$ cat config.mk
export PLATFORM = sky130hd
export DESIGN_NAME = stc_timer
export DESIGN_NICKNAME = d
export VERILOG_FILES = /design/src/core/stc_pkg.sv /design/src/core/stc_timer.sv
export SDC_FILE = /design/constraint.sdc
export NUM_CORES = 1
export LEC_CHECK = 0
export ABC_CLOCK_PERIOD_IN_PS = 2400
export BUFFER_PORTS_ARGS = -buffer_cell sky130_fd_sc_hd__buf_2
export CAP_MARGIN = 20
export CORE_ASPECT_RATIO = 0.8
export CORE_UTILIZATION = 56
export CTS_CLUSTER_SIZE = 28
export DETAILED_ROUTE_END_ITERATION = 10
export GPL_ROUTABILITY_DRIVEN = 0
export GPL_TIMING_DRIVEN = 0
export PLACE_DENSITY = 0.79
export SYNTH_ARGS = -nofsm -noshare
export SYNTH_HDL_FRONTEND = slang
export SYNTH_SLANG_ARGS = --single-unit
$ cat constraint.sdc
create_clock -name clk_sys -period 2.4 [get_ports clk_sys]
set_input_delay 0.48 -clock clk_sys [delete_from_list [all_inputs] [get_ports clk_sys]]
set_output_delay 0.48 -clock clk_sys [all_outputs]
set_load 0.02 [all_outputs]
$ cat src/core/stc_pkg.sv
// Package: register map, field layout and timing of the 16-bit counter
package stc_pkg;
    // Register indices on the plain register port
    localparam logic [2:0] ADDR_CONTROL = 3'h0;
    localparam logic [2:0] ADDR_COUNT_LO = 3'h1;
    localparam logic [2:0] ADDR_COUNT_HI = 3'h2;
    localparam logic [2:0] ADDR_IRQ = 3'h3;
    localparam logic [2:0] ADDR_PINS = 3'h4;
    // Control register fields
    localparam int BIT_WIDE = 7;
    localparam int BIT_TB_HI = 6;
    localparam int BIT_PS_HI = 5;
    localparam int BIT_PS_LO = 4;
    localparam int BIT_TB_LO = 3;
    localparam int BIT_SYNC_DIS = 2;
    localparam int BIT_CLK_SRC = 1;
    localparam int BIT_RUN = 0;
    // Interrupt register fields
    localparam int BIT_OVF_FLAG = 0;
    localparam int BIT_OVF_EN = 1;
    localparam int BIT_OSC_EN = 2;
    // Reset values and maximum count
    localparam logic [7:0] CONTROL_RESET = 8'h00;
    localparam logic [15:0] COUNT_RESET = 16'h0000;
    localparam logic [15:0] COUNT_MAX = 16'hFFFF;
    // Special-event compare mode code
    localparam logic [3:0] MODE_SPECIAL_EVENT = 4'hB;
    // Instruction cycle is the system clock divided by this
    localparam int INSTR_DIV = 4;
    localparam logic [1:0] INSTR_LAST = 2'(INSTR_DIV - 1);

    // Operating modes
    typedef enum logic [1:0] {
        MODE_TIMER,
        MODE_SYNC_COUNTER,
        MODE_ASYNC_COUNTER
    } stc_mode_t;

    // Register port request
    typedef struct packed {
        logic [2:0] addr;
        logic [7:0] wdata;
        logic wr;
        logic rd;
    } stc_req_t;
endpackage

$ cat src/core/stc_timer.sv
// Sixteen-bit timer/counter with prescaler, buffered access and overflow
`timescale 1ns/1ns
// Notes on behaviour
// - Wide-access bit selects 16-bit or 8-bit access
// - Time-base field picks timer per capture unit
// - Prescaler divides by 1, 2, 4 or 8
// - Sync-disable bit skips synchroniser on external clock
// - First external rising edge needs prior falling edge
// - Count instruction cycles or external rising edges
// - Run bit enables counting, else holds count
// - Source and sync bits choose among three modes
// - Oscillator enable blanks shared pins, ignores direction
// - Low-byte read copies high byte to buffer
// - Low-byte write loads high from buffer
// - No direct high-byte path in wide mode
// - Low-byte write clears prescaler; high write doesn't
// - Count wraps FFFF to 0000 and sets flag
// - Interrupt request only while enable bit set
// - Special-event compare match resets the counter
// - Write beats a coincident special-event reset
// - Unit two special event never sets flag
module stc_timer (
    // Clock and reset
    input wire logic clk_sys,
    input wire logic rst_n,
    // Register port
    input wire stc_pkg::stc_req_t req,
    output logic [7:0] rdata,
    // External count clock and companion oscillator
    input wire logic extClkPin,
    input wire logic oscClk,
    // Shared pins: raw levels and port direction bits
    input wire logic [1:0] sharedPinIn,
    input wire logic [1:0] sharedDirIn,
    output logic [1:0] sharedPinRead,
    output logic [1:0] sharedDir,
    // Capture/compare units
    input wire logic [3:0] unitOneMode,
    input wire logic [3:0] unitTwoMode,
    input wire logic unitOneMatch,
    input wire logic unitTwoMatch,
    // Outputs
    output logic [15:0] countOut,
    output logic unitOneUsesThis,
    output logic unitTwoUsesThis,
    output logic irqReq
);
    logic [7:0] control;
    logic [15:0] count;
    logic [7:0] hiBuffer;
    logic ovfFlag;
    logic ovfEn;
    logic oscEn;
    logic [2:0] prescale;
    logic [1:0] instrDiv;
    logic [1:0] extSync;
    logic [1:0] pinMeta;
    logic [1:0] pinSync;
    logic extPrev;
    logic extRawPrev;
    logic armed;
    logic tick;
    logic srcEdge;
    logic prescaleHit;
    logic specialReset;
    logic fromUnitOne;
    logic fromUnitTwo;
    logic wideMode;
    logic extRaw;
    logic extLevel;
    logic extLevelPrev;
    stc_pkg::stc_mode_t mode;

    assign wideMode = control[stc_pkg::BIT_WIDE];
    // External source: companion oscillator when enabled, else the pin
    assign extRaw = oscEn ? oscClk : extClkPin;

    // Mode decode from source and sync bits
    always_comb begin
        if (!control[stc_pkg::BIT_CLK_SRC]) begin
            mode = stc_pkg::MODE_TIMER;
        end else if (control[stc_pkg::BIT_SYNC_DIS]) begin
            mode = stc_pkg::MODE_ASYNC_COUNTER;
        end else begin
            mode = stc_pkg::MODE_SYNC_COUNTER;
        end
    end

    // Two-stage synchronisers for the external clock and pins
    always_ff @(posedge clk_sys or negedge rst_n) begin
        if (!rst_n) begin
            extSync <= 2'h0;
            pinMeta <= 2'h0;
            pinSync <= 2'h0;
        end else begin
            extSync <= {extSync[0], extRaw};
            // Only the second stage feeds the blanking mux
            pinMeta <= sharedPinIn;
            pinSync <= pinMeta;
        end
    end

    // Async mode samples the raw level once, skipping the second stage;
    // with a single clock domain it still costs one flop of latency.
    assign extLevel = (mode == stc_pkg::MODE_ASYNC_COUNTER) ? extRawPrev
                                                          : extSync[1];
    assign extLevelPrev = extPrev;

    // Instruction-cycle divider: one pulse every four system clocks
    always_ff @(posedge clk_sys or negedge rst_n) begin
        if (!rst_n) begin
            instrDiv <= 2'h0;
        end else begin
            instrDiv <= instrDiv + 2'h1;
        end
    end

    // Edge tracking; a falling edge arms counting of later rises
    always_ff @(posedge clk_sys or negedge rst_n) begin
        if (!rst_n) begin
            extPrev <= 1'b0;
            extRawPrev <= 1'b0;
            armed <= 1'b0;
        end else begin
            extRawPrev <= extRaw;
            extPrev <= extLevel;
            if (!control[stc_pkg::BIT_CLK_SRC]) begin
                armed <= 1'b0;
            end else if (extLevelPrev && !extLevel) begin
                armed <= 1'b1;
            end
        end
    end

    // Source pulse: instruction cycle or armed external rise
    always_comb begin
        if (!control[stc_pkg::BIT_CLK_SRC]) begin
            srcEdge = (instrDiv == stc_pkg::INSTR_LAST);
        end else begin
            srcEdge = armed && extLevel && !extLevelPrev;
        end
    end

    // Prescale hit at the selected power of two
    always_comb begin
        case (control[stc_pkg::BIT_PS_HI:stc_pkg::BIT_PS_LO])
            2'b00: prescaleHit = 1'b1;
            2'b01: prescaleHit = prescale[0];
            2'b10: prescaleHit = &prescale[1:0];
            2'b11: prescaleHit = &prescale;
            default: prescaleHit = 1'b1;
        endcase
    end
    assign tick = srcEdge && control[stc_pkg::BIT_RUN] && prescaleHit;

    // Prescaler; only a low-byte write clears it
    always_ff @(posedge clk_sys or negedge rst_n) begin
        if (!rst_n) begin
            prescale <= 3'h0;
        end else if (req.wr && req.addr == stc_pkg::ADDR_COUNT_LO) begin
            prescale <= 3'h0;
        end else if (srcEdge && control[stc_pkg::BIT_RUN]) begin
            prescale <= prescale + 3'h1;
        end
    end

    // Time-base ownership of the two capture units
    always_ff @(posedge clk_sys or negedge rst_n) begin
        if (!rst_n) begin
            unitOneUsesThis <= 1'b0;
            unitTwoUsesThis <= 1'b0;
        end else begin
            unitOneUsesThis <= control[stc_pkg::BIT_TB_HI];
            unitTwoUsesThis <= control[stc_pkg::BIT_TB_HI]
                             | control[stc_pkg::BIT_TB_LO];
        end
    end

    // Special-event reset, not dependable in async mode
    assign fromUnitOne = unitOneUsesThis && unitOneMatch
                       && unitOneMode == stc_pkg::MODE_SPECIAL_EVENT;
    assign fromUnitTwo = unitTwoUsesThis && unitTwoMatch
                       && unitTwoMode == stc_pkg::MODE_SPECIAL_EVENT;
    assign specialReset = fromUnitOne || fromUnitTwo;

    // Control register
    always_ff @(posedge clk_sys or negedge rst_n) begin
        if (!rst_n) begin
            control <= stc_pkg::CONTROL_RESET;
        end else if (req.wr && req.addr == stc_pkg::ADDR_CONTROL) begin
            control <= req.wdata;
        end
    end

    // Counter: software write first, then special reset, then count
    always_ff @(posedge clk_sys or negedge rst_n) begin
        if (!rst_n) begin
            count <= stc_pkg::COUNT_RESET;
        end else if (req.wr && req.addr == stc_pkg::ADDR_COUNT_LO) begin
            count[7:0] <= req.wdata;
            if (wideMode) begin
                count[15:8] <= hiBuffer;
            end
        end else if (req.wr && req.addr == stc_pkg::ADDR_COUNT_HI) begin
            if (!wideMode) begin
                count[15:8] <= req.wdata;
            end
        end else if (specialReset) begin
            count <= stc_pkg::COUNT_RESET;
        end else if (tick) begin
            count <= count + 16'h0001;
        end
    end

    // High-byte buffer: loaded by high writes or low reads
    always_ff @(posedge clk_sys or negedge rst_n) begin
        if (!rst_n) begin
            hiBuffer <= 8'h00;
        end else if (wideMode && req.wr && req.addr == stc_pkg::ADDR_COUNT_HI)
        begin
            hiBuffer <= req.wdata;
        end else if (wideMode && req.rd && req.addr == stc_pkg::ADDR_COUNT_LO)
        begin
            hiBuffer <= count[15:8];
        end
    end

    // Interrupt enable and companion oscillator enable bits
    always_ff @(posedge clk_sys or negedge rst_n) begin
        if (!rst_n) begin
            ovfEn <= 1'b0;
            oscEn <= 1'b0;
        end else if (req.wr && req.addr == stc_pkg::ADDR_IRQ) begin
            ovfEn <= req.wdata[stc_pkg::BIT_OVF_EN];
            oscEn <= req.wdata[stc_pkg::BIT_OSC_EN];
        end
    end

    // Overflow flag: wrap sets it, set wins over a software clear;
    // a special reset pre-empts the tick so it never sets it
    always_ff @(posedge clk_sys or negedge rst_n) begin
        if (!rst_n) begin
            ovfFlag <= 1'b0;
        end else if (tick && !specialReset && count == stc_pkg::COUNT_MAX
                     && !(req.wr && (req.addr == stc_pkg::ADDR_COUNT_LO
                     || req.addr == stc_pkg::ADDR_COUNT_HI))) begin
            ovfFlag <= 1'b1;
        end else if (req.wr && req.addr == stc_pkg::ADDR_IRQ) begin
            ovfFlag <= req.wdata[stc_pkg::BIT_OVF_FLAG];
        end
    end

    // Read data, one cycle after the strobe
    always_ff @(posedge clk_sys or negedge rst_n) begin
        if (!rst_n) begin
            rdata <= 8'h00;
        end else if (req.rd) begin
            case (req.addr)
                stc_pkg::ADDR_CONTROL: rdata <= control;
                stc_pkg::ADDR_COUNT_LO: rdata <= count[7:0];
                stc_pkg::ADDR_COUNT_HI:
                    rdata <= wideMode ? hiBuffer : count[15:8];
                stc_pkg::ADDR_IRQ:
                    rdata <= {5'h00, oscEn, ovfEn, ovfFlag};
                stc_pkg::ADDR_PINS: rdata <= {6'h00, sharedPinRead};
                default: rdata <= 8'h00;
            endcase
        end else begin
            rdata <= 8'h00;
        end
    end

    // Interrupt, count mirror and shared-pin gating
    always_ff @(posedge clk_sys or negedge rst_n) begin
        if (!rst_n) begin
            irqReq <= 1'b0;
            countOut <= 16'h0000;
            sharedPinRead <= 2'h0;
            sharedDir <= 2'h0;
        end else begin
            irqReq <= ovfFlag && ovfEn;
            countOut <= count;
            sharedPinRead <= oscEn ? 2'h0 : pinSync;
            sharedDir <= oscEn ? 2'h0 : sharedDirIn;
        end
    end

    // Checks on the guarded logic
    wrap_sets_flag_a: assert property (@(posedge clk_sys) disable iff (!rst_n)
        tick && !specialReset && count == 16'hFFFF && !req.wr
        |=> ovfFlag && count == 16'h0000)
        else $error("wrap did not set overflow flag");
    irq_gate_a: assert property (@(posedge clk_sys) disable iff (!rst_n)
        ##1 irqReq == $past(ovfFlag && ovfEn))
        else $error("interrupt request not gated by enable");
    run_hold_a: assert property (@(posedge clk_sys) disable iff (!rst_n)
        !control[0] && !req.wr && !specialReset |=> $stable(count))
        else $error("count moved while stopped");
    lo_write_a: assert property (@(posedge clk_sys) disable iff (!rst_n)
        req.wr && req.addr == 3'h1 |=> count[7:0] == $past(req.wdata)
        && prescale == 3'h0)
        else $error("low write lost or prescaler kept");
    wide_load_a: assert property (@(posedge clk_sys) disable iff (!rst_n)
        req.wr && req.addr == 3'h1 && wideMode
        |=> count[15:8] == $past(hiBuffer))
        else $error("buffer not copied to high byte");
    buffer_read_a: assert property (@(posedge clk_sys) disable iff (!rst_n)
        req.rd && req.addr == 3'h1 && wideMode
        |=> hiBuffer == $past(count[15:8]))
        else $error("low read did not fill buffer");
    hi_direct_a: assert property (@(posedge clk_sys) disable iff (!rst_n)
        req.wr && req.addr == 3'h2 |=> count[15:8] == (wideMode ?
        $past(count[15:8]) : $past(req.wdata)))
        else $error("high write took the wrong path");
    special_reset_a: assert property (@(posedge clk_sys) disable iff (!rst_n)
        specialReset && !req.wr |=> count == 16'h0000)
        else $error("special event did not reset count");
    pin_blank_a: assert property (@(posedge clk_sys) disable iff (!rst_n)
        oscEn |=> sharedPinRead == 2'h0)
        else $error("shared pins not blanked");
    unarmed_a: assert property (@(posedge clk_sys) disable iff (!rst_n)
        control[1] && !armed && !req.wr && !specialReset
        |=> $stable(count))
        else $error("counted before first falling edge");
endmodule

After elaboration in Yosys (flattened, before gate mapping)
Cells that the tools add are included.
W data, S select, Z words.
{"block": "totals", "register_bits": 80, "input_bits": 31, "out_inout_bits": 31}
{"block": "op_classes", "addsub": 3, "n_eq_ne": 15, "mux": 25, "n_bitwise": 1, "reduce_logical": 39}
{"cell": "$mux W8", "count": 7}
{"cell": "$mux W16", "count": 3}
{"cell": "$pmux W8 S5", "count": 1}
{"cell": "$logic_and A1 B1 Y1", "count": 22}
{"cell": "$add A16 B1 Y16 const B", "count": 1}
{"cell": "$eq A16 B16 Y1 const B", "count": 1}
{"cell": "$eq A2 B2 Y1 const B", "count": 4}
{"cell": "$eq A4 B4 Y1 const B", "count": 2}
{"cell": "$mux W2", "count": 4}
{"cell": "$mux W1", "count": 7}
{"cell": "$eq A3 B2 Y1 const B", "count": 2}
{"cell": "$mux W3", "count": 2}
{"cell": "$reduce_and A2 Y1", "count": 3}
{"cell": "$reduce_bool A2 Y1", "count": 3}
{"cell": "$logic_not A1 Y1", "count": 4}
{"cell": "$pmux W1 S4", "count": 1}
{"cell": "$reduce_bool A4 Y1", "count": 1}
{"cell": "$add A3 B1 Y3 const B", "count": 1}
{"cell": "$eq A3 B1 Y1 const B", "count": 1}
{"cell": "$eq A3 B3 Y1 const B", "count": 1}
{"cell": "$logic_not A3 Y1", "count": 1}
{"cell": "$ne A3 B3 Y1 const B", "count": 1}
{"cell": "$reduce_and A3 Y1", "count": 1}
{"cell": "$reduce_bool A3 Y1", "count": 1}
{"cell": "other kinds (7)", "count": 8}

Longest topological paths before layout
{"block": "logic_depth", "ltp_word": 13, "mapped_depth": 8, "mapped_depth_nobuf": 8}

Worst setup path before layout
OpenSTA, ideal clock, no wires.
{"block": "synth_timing", "path_type": "reg-to-reg", "startpoint": "register prescale[0]", "endpoint": "register count[0]", "setup_time_ns": 0.125, "arrival_ns": 1.731, "t_required_ns": 2.275, "slack_ns": 0.545, "stages_incl_launch_ff": 8, "n_path_buf": 0, "path_cell_list": "dfrtp_1 > ha_1 > ha_1 > mux2i_1 > a21oi_1 > nand2_4 > a21oi_4 > mux2_2"}
{"block": "synth_between", "elab_chain_cells": 5, "elab_cells_between_ends": 6, "cone_classes": "mux: 1; reduce/logical: 5"}
{"element": "start: declaration", "line_no": "stc_timer.sv:54", "text": "logic [2:0] prescale;"}
{"element": "start signal: assignment", "line_no": "stc_timer.sv:163", "text": "prescale <= prescale + 3'h1;"}
{"element": "$reduce_and A3 Y1 / $reduce_and A2 Y1 (equally long branches)", "line_no": "stc_timer.sv:150, stc_timer.sv:149"}
{"element": "$pmux W1 S4 (*)", "line_no": "stc_timer.sv:146", "text": "case (control[stc_pkg::BIT_PS_HI:stc_pkg::BIT_PS_LO])"}
{"element": "$logic_and A1 B1 Y1 (*)", "line_no": "stc_timer.sv:154", "text": "assign tick = srcEdge && control[stc_pkg::BIT_RUN] && prescaleHit;"}
{"element": "$reduce_bool A3 Y1 (no line) (*)"}
{"element": "$reduce_and A2 Y1 (no line) (*)"}
{"element": "end signal: assignment", "line_no": "stc_timer.sv:198", "text": "count <= stc_pkg::COUNT_RESET;"}
{"element": "end signal: assignment", "line_no": "stc_timer.sv:200", "text": "count[7:0] <= req.wdata;"}
{"element": "end signal: assignment", "line_no": "stc_timer.sv:209", "text": "count <= stc_pkg::COUNT_RESET;"}
{"element": "end: declaration", "line_no": "stc_timer.sv:49", "text": "logic [15:0] count;"}
Mark *: on every way between the ends. The rest lies on a longest branch, timed or not.
A chain may end at the register's enable or synchronous reset.

Worst setup path after layout
Same ends and word-level chain as after synthesis.

==> impl_metrics.ini <==
[yosys]
synthesis.nets = 385
synth_cell_types = 54
synthFlopType = dfrtp_1
syn_area_per_cell_um2 = 10.7
synthCells = 350
yosysSeqAreaShare = 0.528
syn_area_mm2 = 0.00374
synth-edff-count = 0
async_flop_share = 1.00
synth_seq_cells = 79
yosys_warnings = 0

[critical_path]
crit_path_start = prescale[0]
crit_arrival_ns = 2.36
start_kind = flip-flop
cp.required_ns = 2.65
r2r-start = prescale[0]
crit_fanout = 10
path_class = flip-flop to flip-flop
cp-end-kind = flip-flop

[floorplanning]
start_util = 0.584
rows = 26
dieWidth_um = 93.4
dieArea_mm2 = 0.00701
ios = 62
core_area_mm2 = 0.00641
dieHeight_um = 75.1

[power]
power.density_mw_per_mm2 = 942
p_leak_nw = 2.04
ir_drop_uv = 587

[cts]
cts_root_buf = clkbuf_8
post_cts_resized = 0
htree_levels = 3
clk_pin_slew_ns = 0.08
cts_tree = yes
clock_sinks = 79
insertion_delay_ns = 0.36
holdBufCountCts = 0
clockBufferDepth = 2
post_cts_buffers = 0
cts_inserted_buffers = 9

[finish]
fin_util = 0.683
synthToLayoutAreaGrowth_pct = 17.1
antenna_cells = 0
num-nets-final = 458
final_cell_area_mm2 = 0.00438
stdcell_count = 512
layout-drive-gt1-share = 0.259

[hold_path]
hold_class = input pin to asynchronous set/reset pin

[global_routing]
track_usage = 0.287
grt_pass1_wl_um = 14800
grt_pass1_vias = 2920
grt_max_degree = 42
grt-ovfl-total = 0
antenna_found_initial = 0

[place]
hpwl_um = 6700
place_ws_ns = 0.222
placed_cells = 496
placed_area_mm2 = 0.00417
port_buffers = 61

[sta]
finalCritPeriodShare = 0.880
fmax_mhz = 474
fin_crit_ns = 2.11
setup_viol = 0
clock_skew_ns = 0.00697
maxSlewHeadroom = 0.394
rsz0062_at_grt = false
fin_ws_ns = 0.289
slew_violations = 0
tightest_slew_ns = 0.903
hold_viol_final = 0
fin_tns_setup_ns = 0

[route]
ant_nets = 0
post_drt_via_cell_ratio = 6.02
wl_per_cell_um = 18.2
drt_iter0_drc = 197
num_vias = 3081
route.detailed.drc = 0
routed_wirelength_um = 9310
firstDrtPassIters = 5

[run_status]
status = complete, no violations

[job]
max-cap-violations = 0
path summary, 6_finish.rpt:
check                             end  slack [ns]  cells past startpoint
setup / recovery             count[0]        0.29                      7
hold / removal               rdata[2]        0.08                      1
setup reg to reg             count[0]        0.29                      7
hold reg to reg            pinSync[1]        0.35                      0
max in group asynchronous  control[4]        1.76                      2
min in group clk_sys       pinMeta[1]        0.22                      1
per-stage QoR:
stage / power (mW) / hold WS (ns)
4_1_cts: 4.13 / 0.0858
6_report: 4.12 / 0.0751
2_1_floorplan: 2.68 / 0.184
5_1_grt: 4.35 / 0.111
3_5_place_dp: 3.12 / 0.340
3_3_place_gp: 3.06 / 0.332
flip-flops by register name, indices dropped and copies added (netlist names):
name / flops
rdata: 8
instrDiv: 2
ovfFlag: 1
control: 8
countOut: 16
pinSync: 2
irqReq: 1
ovfEn: 1
armed: 1
extSync: 2
pinMeta: 2
unitOneUsesThis: 1
unitTwoUsesThis: 1
count: 16
sharedDir: 2
prescale: 3
oscEn: 1
hiBuffer: 8
sharedPinRead: 2
extLevelPrev: 1
kinds of logic (layout without fill, tap and decap cells):
family          after synthesis  in the layout  share of synthesized area
compound gates               91             91                      0.159
simple gates                115            115                      0.161
fa+ha+maj                     4              4                     0.0134
mux                          38             38                      0.106
buf+inv                      18             96                     0.0204
flops                        79             79                      0.528
xor+xnor                      5              5                     0.0117
critical path, stage by stage, from the launching register on:
cell,delay (ns)
dfrtp_1,0.39
ha_1,0.18
ha_1,0.14
mux2i_1,0.06
a21oi_1,0.35
nand2_4,0.15
a21oi_4,0.35
mux2_2,0.37
final cells by class:
class	instances	area, um2
clock inverter	6	67.6
timing repair buffer	62	328
inverter	5	18.8
multi-input combinational	253	1690
sequential	79	1980
fill	505	2030
tap	84	105
clock buffer	10	138
buffer	13	57.6
per-layer routing:
metal	part of all wire	vias up	GRT usage
li1	-	1413	-
met1	0.43	1480	0.386
met2	0.45	171	0.449
met3	0.10	17	0.0859
met4	0.018	0	0.104
met5	0	-	0
where the power goes:
| group | switching [mW] | internal (mW) |
|---|---|---|
| sequential | 0.318 | 1.67 |
| combinational | 0.664 | 0.466 |
| clock | 0.489 | 0.513 |
cell usage after synthesis (2+ instances only):
master    instances  area share
a21oi_1          36       0.048
a22o_1            2      0.0047
a22oi_1           2      0.0040
a31oi_1           5      0.0084
and2_1            6       0.010
and3_1            4      0.0067
and4_1            2      0.0047
buf_1             2      0.0020
buf_2             7      0.0094
clkbuf_1          4      0.0040
dfrtp_1          79        0.53
ha_1              4       0.013
inv_1             5      0.0050
mux2_2           14       0.042
mux2i_1          24       0.064
nand2_1          29       0.029
nand2b_1          5      0.0084
nand3_1           6      0.0080
nand4_1           7       0.012
nor2_1           37       0.037
nor2b_1           5      0.0084
nor3_2            2      0.0054
o211ai_1          2      0.0040
o21ai_0          14       0.019
o21ai_1           2      0.0027
o22a_1            4      0.0094
o22ai_1           6       0.010
o32a_1            4       0.011
o41ai_1           2      0.0047
or2_2             2      0.0033
xor2_1            4      0.0094
placed cells by master, fill, tap and decap left out, drive strengths merged, types with 2 or more instances in the layout:
master     n
nand4      7
clkbuf    14
nand2b     5
and2       6
nand2     30
nor3       3
xor2       4
nor2      37
a22o       2
nor2b      5
a22oi      2
o32a       4
inv        7
and3       4
mux2      14
or2        2
o22ai      7
clkinvlp   2
mux2i     24
o22a       4
a31oi      5
and4       2
o21ai     16
buf       71
a21boi     2
o41ai      2
ha         4
nand3      6
a21oi     38
dfrtp     79
o211ai     2
(Power assumes the default switching activity.)
